==> src/hw/pmcp_pkg.sv <==
// constants, field layouts and types shared by the control-pin logic
package pmcp_pkg;

  // --------------------------------------------------------------------
  // timing
  // --------------------------------------------------------------------
  localparam int unsigned CLK_HZ            = 250_000_000;
  localparam int unsigned CLK_MHZ           = CLK_HZ / 1_000_000;
  localparam int unsigned RESTART_DELAY_S   = 1;
  localparam int unsigned RESTART_DELAY_CYC = RESTART_DELAY_S * CLK_HZ;
  // least times, rounded up to whole cycles
  localparam int unsigned SEQ_STEP_NS       = 1000;
  localparam int unsigned SEQ_STEP_CYC      = (SEQ_STEP_NS * CLK_MHZ + 999) / 1000;
  localparam int unsigned WAKE_PULSE_NS     = 1000;
  localparam int unsigned WAKE_PULSE_CYC    = (WAKE_PULSE_NS * CLK_MHZ + 999) / 1000;
  localparam int unsigned CNT_W             = 28;
  localparam int unsigned STEP_W            = 8;

  // --------------------------------------------------------------------
  // rails and interrupt flags
  // --------------------------------------------------------------------
  localparam int unsigned NUM_RAILS      = 7;
  localparam int unsigned RAIL_IDX_W     = 3;
  localparam int unsigned IRQ_W          = 4;
  localparam int unsigned EXT_IRQ_W      = 2;
  localparam int unsigned IRQ_BUTTON     = 0;
  localparam int unsigned IRQ_RAIL_FAULT = 1;
  localparam int unsigned IRQ_EXT_LO     = 2;
  localparam logic [IRQ_W-1:0] IRQ_FLAGS_RST = 4'h0;
  localparam logic [NUM_RAILS-1:0] RAILS_RST = 7'h00;

  // --------------------------------------------------------------------
  // input synchroniser layout
  // --------------------------------------------------------------------
  localparam int unsigned SYNC_W        = 3 + NUM_RAILS;
  localparam int unsigned SYNC_SHUT     = 0;
  localparam int unsigned SYNC_BUTTON   = 1;
  localparam int unsigned SYNC_PWR_REQ  = 2;
  localparam int unsigned SYNC_RAIL_LO  = 3;
  // idle levels: shutdown and button released, no request, rails not ok
  localparam logic [SYNC_W-1:0] SYNC_RST = 10'h003;

  typedef struct packed {
    logic [3:0] linear;
    logic [2:0] buck;
  } pmcp_rails_t;

  typedef enum logic [4:0] {
    ST_OFF  = 5'h01,
    ST_SHUT = 5'h02,
    ST_WAIT = 5'h04,
    ST_SEQ  = 5'h08,
    ST_ON   = 5'h10
  } pmcp_state_t;

endpackage

==> src/hw/pmcp_control_pins.sv <==
// power-controller pin logic: interrupt, shutdown/restart, wake, button, power good
`timescale 1ns/1ps
module pmcp_control_pins #(
  parameter int unsigned RESTART_CYCLES = pmcp_pkg::RESTART_DELAY_CYC
) (
  input  wire logic                           clk,
  input  wire logic                           rst_n,
  input  wire logic                           hw_shutdown_in_n,
  input  wire logic                           button_in_n,
  input  wire logic                           power_on_request_in,
  input  wire pmcp_pkg::pmcp_rails_t          rail_ok_in,
  input  wire logic [pmcp_pkg::EXT_IRQ_W-1:0] ext_irq_event,
  input  wire logic [pmcp_pkg::IRQ_W-1:0]     irq_mask,
  input  wire logic                           irq_read,
  output logic      [pmcp_pkg::IRQ_W-1:0]     irq_flags,
  output logic                                irq_out_n_level,
  output logic                                irq_out_n_oe_n,
  output logic                                wake_out_n_level,
  output logic                                wake_out_n_oe_n,
  output logic                                rails_good_out,
  output pmcp_pkg::pmcp_rails_t               rail_enable,
  output logic                                defaults_restore
);
  import pmcp_pkg::*;

  // --------------------------------------------------------------------
  // input synchronisation
  // --------------------------------------------------------------------
  logic [SYNC_W-1:0]    sync_s;
  logic                 shut_n_s;
  logic                 button_n_s;
  logic                 pwr_req_s;
  logic [NUM_RAILS-1:0] rail_ok_s;
  logic                 button_n_d_reg;
  logic                 button_press;

  pmcp_sync #(
    .W       (SYNC_W),
    .RST_VAL (SYNC_RST)
  ) u_sync (
    .clk      (clk),
    .rst_n    (rst_n),
    .async_in ({rail_ok_in, power_on_request_in, button_in_n, hw_shutdown_in_n}),
    .sync_out (sync_s)
  );

  assign shut_n_s   = sync_s[SYNC_SHUT];
  assign button_n_s = sync_s[SYNC_BUTTON];
  assign pwr_req_s  = sync_s[SYNC_PWR_REQ];
  assign rail_ok_s  = sync_s[SYNC_RAIL_LO +: NUM_RAILS];

  always_ff @(posedge clk) begin
    if (!rst_n) begin
      button_n_d_reg <= 1'b1;
    end else begin
      button_n_d_reg <= button_n_s;
    end
  end

  // no debounce: a bouncing switch may raise several presses
  assign button_press = button_n_d_reg && !button_n_s;

  // --------------------------------------------------------------------
  // power state machine
  // --------------------------------------------------------------------
  localparam logic [CNT_W-1:0]      RESTART_LAST = CNT_W'(RESTART_CYCLES - 1);
  localparam logic [STEP_W-1:0]     STEP_LAST    = STEP_W'(SEQ_STEP_CYC - 1);
  localparam logic [RAIL_IDX_W-1:0] RAIL_LAST    = RAIL_IDX_W'(NUM_RAILS - 1);

  pmcp_state_t           state_reg;
  pmcp_state_t           state_next;
  logic [CNT_W-1:0]      restart_cnt_reg;
  logic [STEP_W-1:0]     step_cnt_reg;
  logic [RAIL_IDX_W-1:0] rail_idx_reg;
  logic [NUM_RAILS-1:0]  rails_reg;
  logic                  step_done;
  logic                  power_on_event;

  assign step_done      = (step_cnt_reg == STEP_LAST);
  assign power_on_event = (state_next == ST_SEQ) && (state_reg != ST_SEQ);

  always_comb begin
    state_next = state_reg;
    unique case (state_reg)
      ST_OFF: begin
        if (pwr_req_s || button_press) begin
          state_next = ST_SEQ;
        end
      end
      ST_SHUT: begin
        if (shut_n_s) begin
          state_next = ST_WAIT;
        end
      end
      ST_WAIT: begin
        if (restart_cnt_reg == RESTART_LAST) begin
          state_next = ST_SEQ;
        end
      end
      ST_SEQ: begin
        if (step_done && rail_idx_reg == RAIL_LAST) begin
          state_next = ST_ON;
        end
      end
      ST_ON: begin
        if (!pwr_req_s) begin
          state_next = ST_OFF;
        end
      end
    endcase
    if (!shut_n_s) begin
      state_next = ST_SHUT;
    end
  end

  always_ff @(posedge clk) begin
    if (!rst_n) begin
      state_reg <= ST_OFF;
    end else begin
      state_reg <= state_next;
    end
  end

  always_ff @(posedge clk) begin
    if (!rst_n || state_reg != ST_WAIT) begin
      restart_cnt_reg <= '0;
    end else begin
      restart_cnt_reg <= restart_cnt_reg + 1'b1;
    end
  end

  // one rail per step, bucks first, then the linear regulators
  always_ff @(posedge clk) begin
    if (!rst_n || state_next != ST_SEQ) begin
      step_cnt_reg <= '0;
      rail_idx_reg <= '0;
    end else if (state_reg == ST_SEQ && step_done) begin
      step_cnt_reg <= '0;
      rail_idx_reg <= rail_idx_reg + 1'b1;
    end else if (state_reg == ST_SEQ) begin
      step_cnt_reg <= step_cnt_reg + 1'b1;
    end
  end

  always_ff @(posedge clk) begin
    if (!rst_n) begin
      rails_reg <= RAILS_RST;
    end else if (state_next == ST_SHUT || state_next == ST_OFF || state_next == ST_WAIT) begin
      rails_reg <= RAILS_RST;
    end else if (state_reg == ST_SEQ && step_done) begin
      rails_reg[rail_idx_reg] <= 1'b1;
    end
  end

  assign rail_enable = pmcp_rails_t'(rails_reg);

  always_ff @(posedge clk) begin
    if (!rst_n) begin
      defaults_restore <= 1'b0;
    end else begin
      defaults_restore <= (state_reg == ST_SHUT) && (state_next == ST_WAIT);
    end
  end

  // --------------------------------------------------------------------
  // power good and wake
  // --------------------------------------------------------------------
  logic                  rails_good_next;
  logic [STEP_W-1:0]     wake_cnt_reg;

  assign rails_good_next = (state_next == ST_ON) && (&rails_reg) && (&rail_ok_s);

  always_ff @(posedge clk) begin
    if (!rst_n) begin
      rails_good_out <= 1'b0;
    end else begin
      rails_good_out <= rails_good_next;
    end
  end

  always_ff @(posedge clk) begin
    if (!rst_n || state_next == ST_SHUT) begin
      wake_cnt_reg <= '0;
    end else if (power_on_event) begin
      wake_cnt_reg <= STEP_W'(WAKE_PULSE_CYC);
    end else if (wake_cnt_reg != '0) begin
      wake_cnt_reg <= wake_cnt_reg - 1'b1;
    end
  end

  assign wake_out_n_level = 1'b0;
  assign wake_out_n_oe_n  = (wake_cnt_reg == '0);

  // --------------------------------------------------------------------
  // interrupt flags
  // --------------------------------------------------------------------
  logic [IRQ_W-1:0] irq_set;
  logic             irq_drive_reg;

  always_comb begin
    irq_set                 = '0;
    irq_set[IRQ_BUTTON]     = button_press;
    irq_set[IRQ_RAIL_FAULT] = rails_good_out && !rails_good_next && shut_n_s;
    irq_set[IRQ_EXT_LO +: EXT_IRQ_W] = ext_irq_event;
  end

  // a set in the read cycle survives the clear
  always_ff @(posedge clk) begin
    if (!rst_n || state_reg == ST_SHUT) begin
      irq_flags <= IRQ_FLAGS_RST;
    end else if (irq_read) begin
      irq_flags <= irq_set;
    end else begin
      irq_flags <= irq_flags | irq_set;
    end
  end

  always_ff @(posedge clk) begin
    if (!rst_n) begin
      irq_drive_reg <= 1'b0;
    end else begin
      irq_drive_reg <= |(irq_flags & ~irq_mask) && shut_n_s;
    end
  end

  assign irq_out_n_level = 1'b0;
  assign irq_out_n_oe_n  = !irq_drive_reg;

  // --------------------------------------------------------------------
  // checks
  // --------------------------------------------------------------------
  property p_irq_assert;
    @(posedge clk) disable iff (!rst_n)
      (|(irq_flags & ~irq_mask) && shut_n_s) |=> !irq_out_n_oe_n;
  endproperty
  a_irq_assert: assert property (p_irq_assert) else $error("irq pin not pulled");

  property p_irq_clear;
    @(posedge clk) disable iff (!rst_n)
      (irq_read && irq_set == '0) |=> (irq_flags == '0) ##1 irq_out_n_oe_n;
  endproperty
  a_irq_clear: assert property (p_irq_clear) else $error("irq not cleared by read");

  property p_irq_mask;
    @(posedge clk) disable iff (!rst_n)
      ((irq_flags & ~irq_mask) == '0) |=> irq_out_n_oe_n;
  endproperty
  a_irq_mask: assert property (p_irq_mask) else $error("masked flag drove irq");

  property p_shutdown;
    @(posedge clk) disable iff (!rst_n)
      !shut_n_s |=> (rails_reg == '0 && irq_out_n_oe_n && wake_out_n_oe_n && !rails_good_out);
  endproperty
  a_shutdown: assert property (p_shutdown) else $error("outputs on during shutdown");

  property p_restart_hold;
    @(posedge clk) disable iff (!rst_n)
      (state_reg == ST_WAIT && shut_n_s && restart_cnt_reg != RESTART_LAST)
        |=> (state_reg == ST_WAIT && rails_reg == '0);
  endproperty
  a_restart_hold: assert property (p_restart_hold) else $error("restart delay cut short");

  property p_restart_go;
    @(posedge clk) disable iff (!rst_n)
      (state_reg == ST_WAIT && shut_n_s && restart_cnt_reg == RESTART_LAST)
        |=> state_reg == ST_SEQ;
  endproperty
  a_restart_go: assert property (p_restart_go) else $error("no power-up after delay");

  property p_wake;
    @(posedge clk) disable iff (!rst_n)
      (power_on_event && shut_n_s) |=> !wake_out_n_oe_n ##1 (!wake_out_n_oe_n || !$past(shut_n_s));
  endproperty
  a_wake: assert property (p_wake) else $error("wake pulse missing");

  property p_button;
    @(posedge clk) disable iff (!rst_n)
      (button_press && state_reg != ST_SHUT) |=> irq_flags[IRQ_BUTTON];
  endproperty
  a_button: assert property (p_button) else $error("button press not flagged");

  property p_good;
    @(posedge clk) disable iff (!rst_n)
      !(&rail_ok_s) |=> !rails_good_out;
  endproperty
  a_good: assert property (p_good) else $error("power good with rail out");

  property p_seq_start;
    @(posedge clk) disable iff (!rst_n)
      (state_reg == ST_OFF && pwr_req_s && shut_n_s)
        |=> state_reg == ST_SEQ ##[1:300] (rails_reg[0] || !shut_n_s);
  endproperty
  a_seq_start: assert property (p_seq_start) else $error("sequence did not start");

  property p_sync;
    @(posedge clk) disable iff (!rst_n)
      ($past(rst_n, 2) && $past(rst_n)) |-> (shut_n_s == $past(hw_shutdown_in_n, 2));
  endproperty
  a_sync: assert property (p_sync) else $error("shutdown not two-flop synced");

endmodule

==> src/hw/pmcp_sync.sv <==
// two-flop synchroniser bank for pin inputs
`timescale 1ns/1ps
module pmcp_sync #(
  parameter int unsigned          W       = 1,
  parameter logic [W-1:0]         RST_VAL = '0
) (
  input  wire logic         clk,
  input  wire logic         rst_n,
  input  wire logic [W-1:0] async_in,
  output logic      [W-1:0] sync_out
);

  logic [W-1:0] meta_reg;

  for (genvar i = 0; i < W; i++) begin : g_bit
    always_ff @(posedge clk) begin
      if (!rst_n) begin
        meta_reg[i] <= RST_VAL[i];
        sync_out[i] <= RST_VAL[i];
      end else begin
        meta_reg[i] <= async_in[i];
        sync_out[i] <= meta_reg[i];
      end
    end
  end

endmodule

==> config.mk <==
export PLATFORM = sky130hd
export DESIGN_NAME = pmcp_control_pins
export DESIGN_NICKNAME = d
export VERILOG_FILES = /design/src/hw/pmcp_pkg.sv /design/src/hw/pmcp_control_pins.sv /design/src/hw/pmcp_sync.sv
export SDC_FILE = /design/constraint.sdc
export NUM_CORES = 1
export LEC_CHECK = 0
export ABC_AREA = 1
export BUFFER_PORTS_ARGS = -buffer_cell sky130_fd_sc_hd__buf_2
export CORE_MARGIN = 2
export CORE_UTILIZATION = 40
export CTS_CLUSTER_SIZE = 16
export DETAILED_ROUTE_END_ITERATION = 16
export GPL_ROUTABILITY_DRIVEN = 1
export GPL_TIMING_DRIVEN = 0
export PLACE_DENSITY = 0.68
export REMOVE_ABC_BUFFERS = 1
export SLEW_MARGIN = 10
export SYNTH_ARGS = -nofsm -noshare
export SYNTH_HDL_FRONTEND = slang
export SYNTH_HIERARCHICAL = 1
export SYNTH_SLANG_ARGS = --single-unit
==> constraint.sdc <==
create_clock -name clk -period 1.6 [get_ports clk]
set_input_delay 0 -clock clk [delete_from_list [all_inputs] [get_ports clk]]
set_output_delay 0 -clock clk [all_outputs]
set_load 0.03 [all_outputs]
* Word-level counts from Yosys, hierarchy flattened *
Cells that the tools add are included.

storage, ports and cells
  input bits = 19
  output and inout port bits = 17
  word-level logic and storage cells = 101
  register bits after elaboration = 87

cells by class
  add/subtract/negate cells = 4
  bitwise operators = 5
  reduce and logical (&&, ||, !) cells = 31
  muxes and demuxes = 11
  $lt $le $gt $ge = 2
  equal/unequal tests = 16

operators by type and width
  operator                 number
  $add A28 B1 Y28 const B  1
  $eq A28 B28 Y1 const B   1
  $mux W5                  5
  $pmux W5 S5              1
  $mux W8                  2
  $reduce_and A7 Y1        2
  $logic_and A1 B1 Y1      11
  $eq A5 B1 Y1 const B     2
  $eq A5 B2 Y1 const B     2
  $eq A5 B3 Y1 const B     2
  $eq A5 B4 Y1 const B     2
  $eq A5 B5 Y1 const B     2
  $ne A5 B4 Y1 const B     2
  $add A8 B1 Y8 const B    1
  $eq A8 B8 Y1 const B     1
  $logic_not A8 Y1         1
  $reduce_bool A8 Y1       1
  $sub A8 B1 Y8 const B    1
  $logic_or A1 B1 Y1       7
  $or A7 B7 Y7             1
  $reduce_or A2 Y1         3
  $ne A5 B3 Y1 const B     1
  $and A4 B4 Y4            1
  $logic_not A1 Y1         4
  12 further kinds         12

* Longest topological paths before layout *
  depth in word-level cells = 14
  depth in mapped cells = 14
  depth with buffers taken out = 14

* Hierarchy *
Netlist, hierarchy kept.

modules (own cells, without submodules)
  module             sequential area each (µm²)  cells each  times used  area an instance (µm²)
  pmcp_control_pins  1341.3                      466         1           3357.0
  pmcp_sync          400.4                       62          1           573.0

* Worst setup path after synthesis *
Ideal clock, no wire load.

  kind = reg-to-reg
  start = reg restart_cnt_reg[0]
  end = reg wake_cnt_reg[2]
  arrival = 1.577 ns
  required time = 1.483 ns
  path slack = -0.094 ns
  clock period less this slack = 1.694 ns
  stages on the path, launching flop included = 15
  setup time = 0.117 ns
  path buffers = 0
  cell sequence = dfxtp_1 ha_1 nand2_1 nor2_1 nand3_1 nor2_1 nand2_1 nand2_1 nand2_1 nand2_2 nand2_4 nor2_8 nand3_2 nand2_1 nor2_1

on the way
  longest elaborated chain between the ends = 7
  elaborated cells on any way between the ends = 9
  classes of those cells = eq/ne (3); mux (3); reduce/logical (3)

RTL lines
  what                                                              RTL line                                           source
  start, declared                                                   pmcp_control_pins.sv:72                            logic [CNT_W-1:0] restart_cnt_reg;
  start signal, assigned                                            pmcp_control_pins.sv:128                           restart_cnt_reg <= restart_cnt_reg + 1'b1;
  $eq A28 B28 Y1 (*)                                                pmcp_control_pins.sv:96                            if (restart_cnt_reg == RESTART_LAST) begin
  $mux W5 (*)                                                       pmcp_control_pins.sv:96
  $pmux W5 S5 (*)                                                   pmcp_control_pins.sv:84                            unique case (state_reg)
  $mux W5 (*)                                                       pmcp_control_pins.sv:111                           if (!shut_n_s) begin
  $eq A5 B4 Y1 / $eq A5 B2 Y1 (equally long branches)               pmcp_control_pins.sv:80, pmcp_control_pins.sv:182
  $logic_and A1 B1 Y1 / $logic_or A1 B1 Y1 (equally long branches)  pmcp_control_pins.sv:80, pmcp_control_pins.sv:182
  $reduce_or A2 Y1 (no source line) (*)                             n/a
  end signal, assigned                                              pmcp_control_pins.sv:185                           wake_cnt_reg <= STEP_W'(WAKE_PULSE_CYC);
  end signal, assigned                                              pmcp_control_pins.sv:187                           wake_cnt_reg <= wake_cnt_reg - 1'b1;
  end, declared                                                     pmcp_control_pins.sv:169                           logic [STEP_W-1:0] wake_cnt_reg;

Every way passes the cells marked *; elsewhere a longest branch is shown, timed or not.
A chain may end at the register's enable or synchronous reset.

* Worst setup path after layout *
  start = reg state_reg[2]
  end = reg wake_cnt_reg[2]

on the way
  longest elaborated chain between the ends = 6
  elaborated cells on any way between the ends = 17
  classes of those cells = eq/ne (8); mux (6); reduce/logical (3)

RTL lines
  what                                                              RTL line                                           source
  start, declared                                                   pmcp_control_pins.sv:70                            pmcp_state_t state_reg;
  start signal, assigned                                            pmcp_control_pins.sv:120                           state_reg <= state_next;
  $eq A5 B5 Y1, or another cell as far along                        pmcp_control_pins.sv:84
  $pmux W5 S5                                                       pmcp_control_pins.sv:84
  $mux W5                                                           pmcp_control_pins.sv:111
  $eq A5 B4 Y1 / $eq A5 B2 Y1 (equally long branches)               pmcp_control_pins.sv:80, pmcp_control_pins.sv:182
  $logic_and A1 B1 Y1 / $logic_or A1 B1 Y1 (equally long branches)  pmcp_control_pins.sv:80, pmcp_control_pins.sv:182
  $reduce_or A2 Y1 (no source line) (*)                             n/a

Marks and branches as above.

==> flow_summary.ini <==
[power_and_ir_drop]
ir_worst_vdd_mv = 0.510
leakage_nw = 2.23
powerDensity_nw_per_um2 = 990

[place]
post-place-cells = 689
postPlaceCellArea_um2 = 4220
gp_congestion = 0.813
place_hpwl_um = 5420
io_buffers = 33

[grt]
grt_use_met1 = 0.194
grt_pass1_wl_um = 13700
top_usage_layer = met2
grt_use_met3 = 0.0305
grt_pass1_vias = 3368
grt_max_degree = 28
grt.overflow.total = 0
antenna_found_initial = 0
grt_usage = 0.161
grt_use_met2 = 0.276

[setup_path]
reg2reg_slack_ps = -180
worstReg2RegStart = state_reg[2]
end_kind = register
critPathArrivalTime_ps = 2030
slowest_delay_ps = 400
timing.rr.end = wake_cnt_reg[2]
path_class = register to register
cpLargestDelayFamily = simple AND/OR/NAND/NOR gates
cp_num_buf_inv = 2
start_kind = register
cp.required_ps = 1850
critical_path.cell_chain = inv_1 > nor2_2 > nand3_4 > nand2_4 > nor2_4 > inv_2 > nand3b_1 > nand2_2 > nand2_4 > nor2_8 > nand3_4 > nand2_2 > nor2_1
cpMaxStageDelayCell = dfxtp_4
critPathMaxFanout = 7
reg2reg_depth = 13

[cts]
clk_pin_slew_ps = 80
cts_buffer_depth = 2
root_buffer = clkbuf_8
cts_htree_levels = 3
numCtsBuffers = 9
cts_tree = built
clock-sinks = 87
clk_latency_ps = 350

[worst_hold_path]
min-delay-start = rst_n
hold_class = input port to register
hold_end = u_sync/meta_reg[0]
hold-path-cell-count = 2

[drt]
post_drt_wl_per_cell_um = 11.7
wirelength_um = 8750
vias = 3544
antenna_left = 0
drtIter0Drc = 124
route.detailed.drc = 0
detail_route.first_pass.iterations = 4
viasPerCell = 4.73

[sta]
fin_ws_ps = -180
slew_violations = 0
setup_viol = 41
fin_crit_ps = 1780
finalHoldViolations = 0
tns_ps = -5380
clock.fmax_ghz = 0.562
grt_setup_unrepaired = true
timing.final.crit_share = 1.11
skew_ps = 13.0

[synth]
syn_area_per_cell_um2 = 7.44
syn-instance-count = 528
synth.distinct_cells = 41
ys.flop_type = dfxtp_1
synth_top_cell_by_area = dfxtp_1
synth.cell_area_um2 = 3930
ys_seq_area_frac = 0.443
synth-async-reset-ratio = 0
synth_edf_count = 0
synthTopCellsByArea = dfxtp_1 (44%), nand2_1 (9.3%), inv_1 (8.7%)
synth_top_area_frac = 0.443
yosys_warnings = 6
synth-seq-cells = 87

[final_layout]
fin_area_um2 = 5220
fin_nets = 638
drive_above_1_share = 0.303
num-fill-cells = 880
register_area_um2 = 1790
syn_to_final_growth_pct = 32.7
final_cell_mix = nand2_1 (88), inv_1 (85), dfxtp_1 (64)
layout.cells.non_filler = 750
antennaDiodeCount = 0
largest_reg_flops = 28
final_common_cell = nand2_1
multi_input_area_um2 = 2110

[floorplanning]
core_um2 = 9640
ioPinCount = 36
die_h_um = 103
initial_core_util = 0.408
dieArea_um2 = 10600
placement_rows = 36
die_w_um = 103

[outcome]
status = finished with violations
violations = negative setup slack

[run]
maxCapViolations = 0
==> cell type report <==
type,instances,share of cell area
Multi-Input combinational cell,338,0.405
Timing Repair Buffer,78,0.113
Clock inverter,6,0.00864
Clock buffer,10,0.0264
Tap cell,133,0.0319
Sequential cell,87,0.344
Inverter,98,0.0712
==> power breakdown <==
part	internal, mW	total (mW)	leakage [nW]	switching, mW
registers	2.30	2.40	0.722	0.102
logic	0.539	1.38	1.42	0.836
clock network	0.611	1.39	0.0849	0.779
total	3.45	5.16	2.23	1.72
==> cells by family after synthesis <==
| family | after synthesis | synth area share |
|---|---|---|
| AND/OR/NAND/NOR | 258 | 0.312 |
| buffers and inverters | 104 | 0.105 |
| other | 1 | 0.000954 |
| adder cells (fa/ha/maj) | 7 | 0.0223 |
| AO/OA/AOI/OAI | 57 | 0.0850 |
| XOR/XNOR | 14 | 0.0312 |
| flip-flops | 87 | 0.443 |
==> worst max path at each step <==
stage | startpoint | end | slack (ps) | cells after the start
after floorplan | state_reg[1] | restart_cnt_reg[11] | -170 | 5
after global placement | rst_n | restart_cnt_reg[11] | -870 | 5
after detailed placement | rst_n | restart_cnt_reg[11] | -970 | 5
after CTS | state_reg[0] | wake_cnt_reg[2] | -170 | 12
after global routing | restart_cnt_reg[17] | wake_cnt_reg[2] | -300 | 13
final | state_reg[2] | wake_cnt_reg[2] | -180 | 13
==> cell usage after synthesis, types with 2 or more instances <==
cell type / instances
a211oi_1: 4
nor2_2: 4
nand2_1: 97
o41ai_1: 2
a21oi_1: 27
nor2_4: 2
nor2_1: 77
nor3b_1: 3
ha_1: 7
nand2_2: 5
a31oi_1: 5
clkbuf_1: 2
o21ai_0: 10
nand4_1: 19
inv_1: 91
nor3_1: 9
buf_6: 2
nand3_1: 25
inv_2: 7
o21a_1: 3
nor4_1: 4
nand3b_1: 3
nand3_2: 3
dfxtp_1: 87
xor2_1: 13
buf_4: 2
==> routing by layer <==
metal,part of all wire,wire length [um]
met2,0.49,4280
met3,0.031,274
met1,0.46,4020
met4,0.019,163
met5,0,0
==> stage by stage <==
step	setup WS [ps]	power, mW	hold slack (ps)	util
final	-180	5.16	70.2	0.541
after global routing	-301	5.45	109	0.541
after CTS	-172	5.14	68.7	0.512
after detailed placement	-968	3.53	174	0.438
after global placement	-868	3.49	173	0.438
after floorplan	-168	3.31	68.7	-
==> worst register-to-register path, stage by stage (launching register included) <==
cell and delay (ps):
dfxtp_4 400, inv_1 80, nor2_2 130, nand3_4 110, nand2_4 100, nor2_4 60
inv_2 50, nand3b_1 110, nand2_2 150, nand2_4 80, nor2_8 130, nand3_4 130
nand2_2 100, nor2_1 40
==> repair_timing <==
item / in CTS / in global routing
gates cloned: 0 / 0
setup endpoints to repair: 57 / 51
endpoints found under the hold margin: 15 / 0
hold buffers: 16 / 0
resized for setup: 63 / 64
setup buffers: 18 / 12
pin swaps: 27 / 28
(Power assumes the default switching activity.)
